--- src/pkg/cev_pkg.sv ---
// cev_pkg: constants for the comparator event control block
// assumes: one clock domain, 8-bit register port
package cev_pkg;
  localparam int unsigned DATA_W = 8;
  localparam int unsigned ADDR_W = 4;
  // register indices
  localparam logic [3:0] CTRL_STATUS_ADDR = 4'h0;
  localparam logic [3:0] IRQ_MASK_ADDR = 4'h1;
  localparam logic [3:0] IRQ_STATUS_ADDR = 4'h2;
  // control/status field positions
  localparam int unsigned POWER_OFF_BIT = 7;
  localparam int unsigned RESV_HI_BIT = 6;
  localparam int unsigned RESULT_BIT = 5;
  localparam int unsigned EVENT_FLAG_BIT = 4;
  localparam int unsigned IRQ_ENABLE_BIT = 3;
  localparam int unsigned RESV_LO_BIT = 2;
  localparam int unsigned SEL_HIGH_BIT = 1;
  localparam int unsigned SEL_LOW_BIT = 0;
  // summary interrupt status bits
  localparam int unsigned IRQ_EVENT_BIT = 0;
  localparam int unsigned IRQ_BITS = 1;
  localparam logic [1:0] SEL_RESET = 2'h0;
  localparam logic [7:0] BYTE_ZERO = 8'h00;
  typedef enum logic [1:0] {
    CEV_SEL_TOGGLE  = 2'h0,
    CEV_SEL_RESERVED = 2'h1,
    CEV_SEL_FALL    = 2'h2,
    CEV_SEL_RISE    = 2'h3
  } cev_sel_t;
endpackage

--- src/rtl/cev_comparator_ctrl.sv ---
// cev_comparator_ctrl: control/status logic for an on-chip comparator
// assumes: analog comparator output arrives asynchronously; cpu supplies
// global interrupt enable and vector acknowledge on clk
//
// Overview of operation
// - result is one when positive above negative
// - bit 7 powers comparator off
// - bit 5 reads live comparator result
// - bit 4 flag set on selected event
// - vectoring to handler clears flag
// - writing one clears flag, zero keeps
// - bit set/clear on others clears flag
// - request needs enable bit and global enable
// - select: toggle, reserved, falling, rising
// - bits 6 and 2 read zero
`timescale 1ns/1ps
module cev_comparator_ctrl (
  input  wire logic                        clk,
  input  wire logic                        rst,
  input  wire logic [cev_pkg::ADDR_W-1:0]  reg_addr,
  input  wire logic [cev_pkg::DATA_W-1:0]  reg_wdata,
  input  wire logic                        reg_wr,
  input  wire logic                        reg_rd,
  output logic      [cev_pkg::DATA_W-1:0]  reg_rdata,
  input  wire logic                        bit_op,
  input  wire logic                        comp_out_async,
  input  wire logic                        global_irq_enable,
  input  wire logic                        irq_vector_ack,
  output logic                             comp_power_off,
  output logic                             comp_irq_req,
  output logic                             irq
);
  logic                                power_off_q;
  logic                                event_flag_q;
  logic                                irq_enable_q;
  logic [1:0]                          sel_q;
  logic [cev_pkg::IRQ_BITS-1:0]        irq_stat_q;
  logic [cev_pkg::IRQ_BITS-1:0]        irq_mask_q;
  logic                                result_s;
  logic                                result_prev;
  logic                                event_hit;
  logic                                ctrl_wr;
  logic [cev_pkg::DATA_W-1:0]          ctrl_view;
  logic [cev_pkg::DATA_W-1:0]          rdata_d;
  cev_pkg::cev_sel_t                   sel_e;

  cev_edge_sync u_sync (
    .clk      (clk),
    .rst      (rst),
    .async_in (comp_out_async),
    .level_q  (result_s),
    .prev_q   (result_prev)
  );

  assign sel_e   = cev_pkg::cev_sel_t'(sel_q);
  assign ctrl_wr = reg_wr && (reg_addr == cev_pkg::CTRL_STATUS_ADDR);

  always_comb begin
    unique case (sel_e)
      cev_pkg::CEV_SEL_TOGGLE:   event_hit = result_s ^ result_prev;
      cev_pkg::CEV_SEL_RESERVED: event_hit = 1'b0;
      cev_pkg::CEV_SEL_FALL:     event_hit = result_prev & ~result_s;
      cev_pkg::CEV_SEL_RISE:     event_hit = result_s & ~result_prev;
    endcase
  end

  always_ff @(posedge clk) begin
    if (rst) begin
      power_off_q  <= 1'b0;
      irq_enable_q <= 1'b0;
      sel_q        <= cev_pkg::SEL_RESET;
    end else if (ctrl_wr) begin
      power_off_q  <= reg_wdata[cev_pkg::POWER_OFF_BIT];
      irq_enable_q <= reg_wdata[cev_pkg::IRQ_ENABLE_BIT];
      sel_q        <= reg_wdata[cev_pkg::SEL_HIGH_BIT:cev_pkg::SEL_LOW_BIT];
    end
  end

  always_ff @(posedge clk) begin
    if (rst) begin
      event_flag_q <= 1'b0;
    end else if (event_hit) begin
      event_flag_q <= 1'b1;
    end else if (irq_vector_ack) begin
      event_flag_q <= 1'b0;
    end else if (ctrl_wr && (reg_wdata[cev_pkg::EVENT_FLAG_BIT] || bit_op)) begin
      event_flag_q <= 1'b0;
    end
  end

  always_ff @(posedge clk) begin
    if (rst) begin
      comp_irq_req   <= 1'b0;
      comp_power_off <= 1'b0;
    end else begin
      comp_irq_req   <= event_flag_q & irq_enable_q & global_irq_enable & ~irq_vector_ack;
      comp_power_off <= power_off_q;
    end
  end

  // sticky summary status, write one clears, set wins
  always_ff @(posedge clk) begin
    if (rst) begin
      irq_stat_q <= '0;
      irq_mask_q <= '0;
    end else begin
      if (reg_wr && (reg_addr == cev_pkg::IRQ_MASK_ADDR)) begin
        irq_mask_q <= reg_wdata[cev_pkg::IRQ_BITS-1:0];
      end
      if (event_hit) begin
        irq_stat_q[cev_pkg::IRQ_EVENT_BIT] <= 1'b1;
      end else if (reg_wr && (reg_addr == cev_pkg::IRQ_STATUS_ADDR)
                   && reg_wdata[cev_pkg::IRQ_EVENT_BIT]) begin
        irq_stat_q[cev_pkg::IRQ_EVENT_BIT] <= 1'b0;
      end
    end
  end

  always_ff @(posedge clk) begin
    if (rst) begin
      irq <= 1'b0;
    end else begin
      irq <= |(irq_stat_q & irq_mask_q);
    end
  end

  always_comb begin
    ctrl_view = cev_pkg::BYTE_ZERO;
    ctrl_view[cev_pkg::POWER_OFF_BIT]  = power_off_q;
    ctrl_view[cev_pkg::RESULT_BIT]     = result_s;
    ctrl_view[cev_pkg::EVENT_FLAG_BIT] = event_flag_q;
    ctrl_view[cev_pkg::IRQ_ENABLE_BIT] = irq_enable_q;
    ctrl_view[cev_pkg::SEL_HIGH_BIT:cev_pkg::SEL_LOW_BIT] = sel_q;
  end

  always_comb begin
    rdata_d = cev_pkg::BYTE_ZERO;
    unique case (reg_addr)
      cev_pkg::CTRL_STATUS_ADDR: rdata_d = ctrl_view;
      cev_pkg::IRQ_MASK_ADDR:    rdata_d[cev_pkg::IRQ_BITS-1:0] = irq_mask_q;
      cev_pkg::IRQ_STATUS_ADDR:  rdata_d[cev_pkg::IRQ_BITS-1:0] = irq_stat_q;
      default:                   rdata_d = cev_pkg::BYTE_ZERO;
    endcase
  end

  // read data one cycle after strobe
  always_ff @(posedge clk) begin
    if (rst) begin
      reg_rdata <= cev_pkg::BYTE_ZERO;
    end else if (reg_rd) begin
      reg_rdata <= rdata_d;
    end else begin
      reg_rdata <= cev_pkg::BYTE_ZERO;
    end
  end
endmodule // cev_comparator_ctrl

--- src/rtl/cev_edge_sync.sv ---
// cev_edge_sync: two-flop synchroniser plus previous-value stage
// assumes: async input level, single clock, synchronous reset
`timescale 1ns/1ps
module cev_edge_sync (
  input  wire logic clk,
  input  wire logic rst,
  input  wire logic async_in,
  output logic      level_q,
  output logic      prev_q
);
  logic meta_q;

  always_ff @(posedge clk) begin
    if (rst) begin
      meta_q  <= 1'b0;
      level_q <= 1'b0;
      prev_q  <= 1'b0;
    end else begin
      meta_q  <= async_in;
      level_q <= meta_q;
      prev_q  <= level_q;
    end
  end
endmodule // cev_edge_sync
--- config.mk ---
export PLATFORM = sky130hd
export DESIGN_NAME = cev_comparator_ctrl
export DESIGN_NICKNAME = d
export VERILOG_FILES = /design/src/pkg/cev_pkg.sv /design/src/rtl/cev_comparator_ctrl.sv /design/src/rtl/cev_edge_sync.sv
export SDC_FILE = /design/constraint.sdc
export NUM_CORES = 1
export LEC_CHECK = 0
export BUFFER_PORTS_ARGS = -buffer_cell sky130_fd_sc_hd__buf_2
export CELL_PAD_IN_SITES_DETAIL_PLACEMENT = 0
export CELL_PAD_IN_SITES_GLOBAL_PLACEMENT = 1
export CORE_MARGIN = 2
export CORE_UTILIZATION = 30
export CTS_CLUSTER_SIZE = 28
export DETAILED_ROUTE_END_ITERATION = 12
export HOLD_SLACK_MARGIN = 0.12
export PLACE_DENSITY = 0.68
export SYNTH_ARGS = -nofsm -noshare
export SYNTH_HDL_FRONTEND = slang
export SYNTH_SLANG_ARGS = --single-unit
--- constraint.sdc ---
create_clock -name clk -period 1.36 [get_ports clk]
set_input_delay 0.408 -clock clk [delete_from_list [all_inputs] [get_ports clk]]
set_output_delay 0.408 -clock clk [all_outputs]
set_load 0.02 [all_outputs]
# --- After elaboration in Yosys (flattened, before gate mapping) ---
# Cells that the tools add are included.
# Widths: inputs -> output; s select.
op_classes:
  n_eq_ne: 5
  mux: 7
  bitwise: 12
  reduce_logical: 12
ops:
  columns: ["cell", "count"]
  rows:
  - ["$and 1x1->1", 6]
  - ["$logic_and 1x1->1", 5]
  - ["$mux 1", 5]
  - ["$not 1->1", 5]
  - ["$eq 2x2->1 const B", 2]
  - ["$eq 4x1->1 const B", 1]
  - ["$eq 4x2->1 const B", 1]
  - ["$logic_not 4->1", 1]
  - ["$pmux 1 s4", 1]
  - ["$pmux 1 s3", 1]
  - ["$reduce_bool 3->1", 1]
  - ["$reduce_or 3->1", 1]
  - ["$eq 2x1->1 const B", 1]
  - ["$logic_not 2->1", 1]
  - ["$reduce_bool 2->1", 1]
  - ["$reduce_or 2->1", 1]
  - ["$logic_or 1x1->1", 1]
  - ["$xor 1x1->1", 1]
word_totals:
  ff_bits: 21
  input_bits: 20

# --- Longest topological paths before layout ---
depth:
  ltp_word: 6
  depth_mapped: 5
  mapped_depth_nobuf: 5

# --- Hierarchy ---
# A second synthesis with hierarchy kept.
unflattened:
  hier_cells: 69
  area_unflattened_um2: 748.2
modules_own_cells:
  columns: ["module", "instances", "cells_each", "area_each_um2", "seq_area_each_um2"]
  rows:
  - ["cev_comparator_ctrl", 1, 63, 669.4, 320.3]
  - ["cev_edge_sync", 1, 6, 78.8, 60.1]

# --- Worst setup path before layout ---
# OpenSTA, ideal clock, no wires.
synth_timing:
  path_kind: "input port to flip-flop"
  startpoint: "in reg_addr[3] in the netlist's numbering"
  endpoint: "reg power_off_q"
  setup_ps: 121
  t_arrival_ps: 1249
  required_time_ps: 1239
  slack_ps: -10
  cell_stages: 3
  cell_sequence: "nor3b_4 > and2_0 > mux2_2"
synth_between:
  elab_chain_cells: 2
synth_lines:
  columns: ["item", "line", "source"]
  rows:
  - ["from (decl)", "cev_comparator_ctrl.sv:20", "input wire logic [cev_pkg::ADDR_W-1:0] reg_addr,"]
  - ["$logic_not 4->1", "cev_comparator_ctrl.sv:56", "assign ctrl_wr = reg_wr && (reg_addr == cev_pkg::CTRL_STATUS_ADDR);"]
  - ["$logic_and 1x1->1", "cev_comparator_ctrl.sv:56", null]
  - ["to (signal assigned)", "cev_comparator_ctrl.sv:73", "power_off_q <= reg_wdata[cev_pkg::POWER_OFF_BIT];"]
  - ["to (decl)", "cev_comparator_ctrl.sv:33", "logic power_off_q;"]
# No other way between the ends.
# A chain may end at the register's enable or synchronous reset.

# --- Worst setup path after layout ---
layout_timing:
  startpoint: "reg u_sync.level_q"
  endpoint: "reg irq_stat_q"
layout_between:
  elab_chain_cells: 4
  word_cells_on_any_way: 7
  classes_between: "2 x mux; 4 x bitwise; 1 x reduce/logical"
layout_lines:
  columns: ["item", "line", "source"]
  rows:
  - ["from (decl)", "cev_edge_sync.sv:8", "output logic level_q,"]
  - ["from (signal assigned)", "cev_edge_sync.sv:20", "level_q <= meta_q;"]
  - ["$not 1->1", "cev_comparator_ctrl.sv:62", "cev_pkg::CEV_SEL_FALL: event_hit = result_prev & ~result_s;"]
  - ["$and 1x1->1", "cev_comparator_ctrl.sv:62", null]
  - ["$pmux 1 s4 *", "cev_comparator_ctrl.sv:59", "unique case (sel_e)"]
  - ["$mux 1 / $reduce_bool 2->1 (equally long branches)", null, null]
  - ["to (signal assigned)", "cev_comparator_ctrl.sv:104", "irq_stat_q <= '0;"]
  - ["to (signal, indexed assignment)", "cev_comparator_ctrl.sv:111", "irq_stat_q[cev_pkg::IRQ_EVENT_BIT] <= 1'b1;"]
  - ["to (signal, indexed assignment)", "cev_comparator_ctrl.sv:114", "irq_stat_q[cev_pkg::IRQ_EVENT_BIT] <= 1'b0;"]
  - ["to (decl)", "cev_comparator_ctrl.sv:37", "logic [cev_pkg::IRQ_BITS-1:0] irq_stat_q;"]
# Every way passes the cells marked *; elsewhere a longest branch is shown, timed or not.

==> reports/summary.txt <==
TritonRoute pass-1 iters: 4
Die Span X: 54.1 um
PnR worst setup slack: 0.0903 ns
WP data required: 1.60 ns
kind of critical path: reg2reg
Max IR drop VDD: 0.591 mV
height of the die: 54.1 um
vias in the first global route: 520
number of top-level pins: 31
Core ar.: 0.00243 mm2
# H-tree levels: 1
Startpoint Class: register
TNS Setup: 0 ns
DIE AREA: 0.00293 mm2
WL/cell: 10.5 um
Buf/Inv on CP: 2
CTS tree: done
dpl ws: -0.151 ns
Final Setup Violations: 0
setup bufs post-CTS: 0
Starting Density: 31.0%
Reg clk slew, reported paths: 0.10 ns
ys async rst share: 0%
RSZ-0062 raised after global routing: no
Diodes inserted: 0
initial drt markers: 4
Antenna Nets Post-Route: 0
dpl cells: 131
max-cap violations: 0
Clock Skew: 0.00136 ns
crit-path cells: inv_1, ha_1, o21ba_2, a211oi_2, buf_4, a31o_2
Sink Count: 19
mapped cell area: 753 um2
worst-skew pair later-pin latency: 0.29 ns
Setup crit end kind: register
outcome: complete, no violations
Post-synth EDFFs: 0
clock buffer depth: 2
fin cells: 135
Pwr Density: 950 mW/mm2
Synth Instances: 70
CTS Buf Count: 3
Main synth FF type: dfxtp_1
Hold Path Class: in2reg
DR vias: 584
Worst path top cell family by delay: compound AO/OA/AOI/OAI gates
Yosys top cell by area: dfxtp_1
f_max: 788 MHz
Max Slew Vio Count: 0
Yosys reg bits: 19
largest net degree at the start of global routing: 11
I/O Buffers: 25
fin nets: 128
Pwr Total: 943 uW
total global routing overflow: 0
detailed-route DRC error count: 0
top post-synthesis cells by count: dfxtp_1 (19), nor2b_1 (5), and2_1 (4), mux2i_1 (4)
fillcell total: 251
post-layout minimum cycle time: 1.27 ns
slowest CP cell: dfxtp_2
CP max FO: 2
Total Wirelength: 1410 um
final instance area: 993 um2
share of the synthesized area in the top cell type: 50.5%
crit share post-route: 93.4%
initial antenna violation count: 0
Root Buffer: clkbuf_4
crit path DAT: 1.51 ns
Detail Placement HPWL: 1080 um
Syn Area/Cell: 10.8 um2
Seq/Total Area, Yosys: 50.5%
Tot GR Track Use: 10.9%
most numerous cell in the Yosys netlist: dfxtp_1
routed vias/inst: 4.33
CP peak stage delay: 0.34 ns
Synth area leaders: dfxtp_1 (50%), mux2i_1 (5.3%), nor2b_1 (4.2%), a31o_2 (3.5%), and2_1 (3.3%)
first-pass GRT wire length: 2190 um
Synth Warn #: 0
layout cells sized above 1: 43.8%
Syn-to-layout area delta: 31.9%
distinct cell type count after synthesis: 29
leakage: 0.472 nW
GP Congestion: 0.739
Fin. Hold Viols: 0
Post-DP Area: 961 um2
FP Rows: 18
Hold-fix buffers, CTS: 0
==> path summary, 6_finish.rpt <==
check,slack [ns],cells after the start,to,startpoint
worst min register to register,0.45,1,u_sync.level_q$_SDFF_PP0_,u_sync.meta_q$_SDFF_PP0_
worst max-delay path,0.09,6,irq_stat_q$_SDFFE_PP0P_,u_sync.level_q$_SDFF_PP0_
worst min-delay path,0.32,2,u_sync.meta_q$_SDFF_PP0_,comp_out_async
worst max register to register,0.09,6,irq_stat_q$_SDFFE_PP0P_,u_sync.level_q$_SDFF_PP0_
==> routing by layer <==
| metal | global-route usage, % | wire, um |
|---|---|---|
| met3 | 5.56 | 78 |
| met4 | 3.75 | 19 |
| met2 | 16.7 | 606 |
| met1 | 13.2 | 707 |
| met5 | 0 | 0 |
==> cell families (layout without fill, tap and decap cells) <==
| kind of cell | Yosys count | count (layout) | synth area share, % |
|---|---|---|---|
| compound gates | 10 | 10 | 10.3 |
| fa+ha+maj | 2 | 2 | 3.32 |
| simple gates | 27 | 27 | 24.6 |
| flops | 19 | 19 | 50.5 |
| other cells | 1 | 2 | 0.498 |
| buf+inv | 6 | 40 | 3.99 |
| mux | 5 | 5 | 6.81 |
==> state kept, by name, summed over array words and instances (netlist names) <==
| register | count |
|---|---|
| irq_enable_q | 1 |
| irq_mask_q | 1 |
| irq | 1 |
| comp_power_off | 1 |
| u_sync.level_q | 1 |
| comp_irq_req | 1 |
| u_sync.meta_q | 1 |
| irq_stat_q | 1 |
| u_sync.prev_q | 1 |
| sel_e | 2 |
| reg_rdata | 6 |
| power_off_q | 1 |
| event_flag_q | 1 |
==> per-stage QoR <==
stage	utilization, %	hold WS [ns]
after floorplan	-	0.414
after global placement	39.5	0.419
after detailed placement	39.5	0.431
after CTS	40.8	0.310
after global routing	40.8	0.317
final	40.8	0.320
==> cell usage in the layout, fill, tap and decap left out <==
| master | n |
|---|---|
| buf_2 | 25 |
| dfxtp_1 | 18 |
| buf_4 | 8 |
| and2_1 | 5 |
| nor2b_1 | 5 |
| mux2i_1 | 4 |
| inv_1 | 3 |
| nand2_1 | 3 |
| nor2_1 | 3 |
| a31o_2 | 3 |
| clkbuf_4 | 3 |
| nand2b_1 | 2 |
| a21oi_1 | 2 |
| and3_1 | 2 |
| ha_1 | 2 |
| conb_1 | 2 |
| or4b_4 | 1 |
| nor3_4 | 1 |
| nor3b_4 | 1 |
| mux2_2 | 1 |
| nor3b_1 | 1 |
| o211ai_1 | 1 |
| o21ba_2 | 1 |
| a211oi_2 | 1 |
| a21o_1 | 1 |
| nand3_1 | 1 |
| nand3b_1 | 1 |
| a2bb2oi_1 | 1 |
| nor4_1 | 1 |
| clkbuf_1 | 1 |
| dfxtp_2 | 1 |
==> power breakdown <==
| group | internal [mW] | total (mW) | leakage, nW | switching, mW |
|---|---|---|---|---|
| Combinational | 0.0518 | 0.0979 | 0.302 | 0.0461 |
| Clock | 0.114 | 0.273 | 0.0150 | 0.159 |
| Sequential | 0.567 | 0.573 | 0.154 | 0.00548 |
==> what timing repair did <==
action,in CTS,in global routing
gates resized for setup,1,1
hold endpoints to repair,0,0
endpoints found under the setup margin,2,2
pin swaps,0,1
==> cell type report <==
cell class	count	area, um2	area share (%)
well taps	30	37.5	3.78
clock buffers	4	26.3	2.64
inverters	3	11.3	1.13
flip-flops and latches	19	382	38.4
multi-input cells	46	352	35.4
repair buffers	33	185	18.6
No activity file was read; power rests on OpenSTA's default activity.
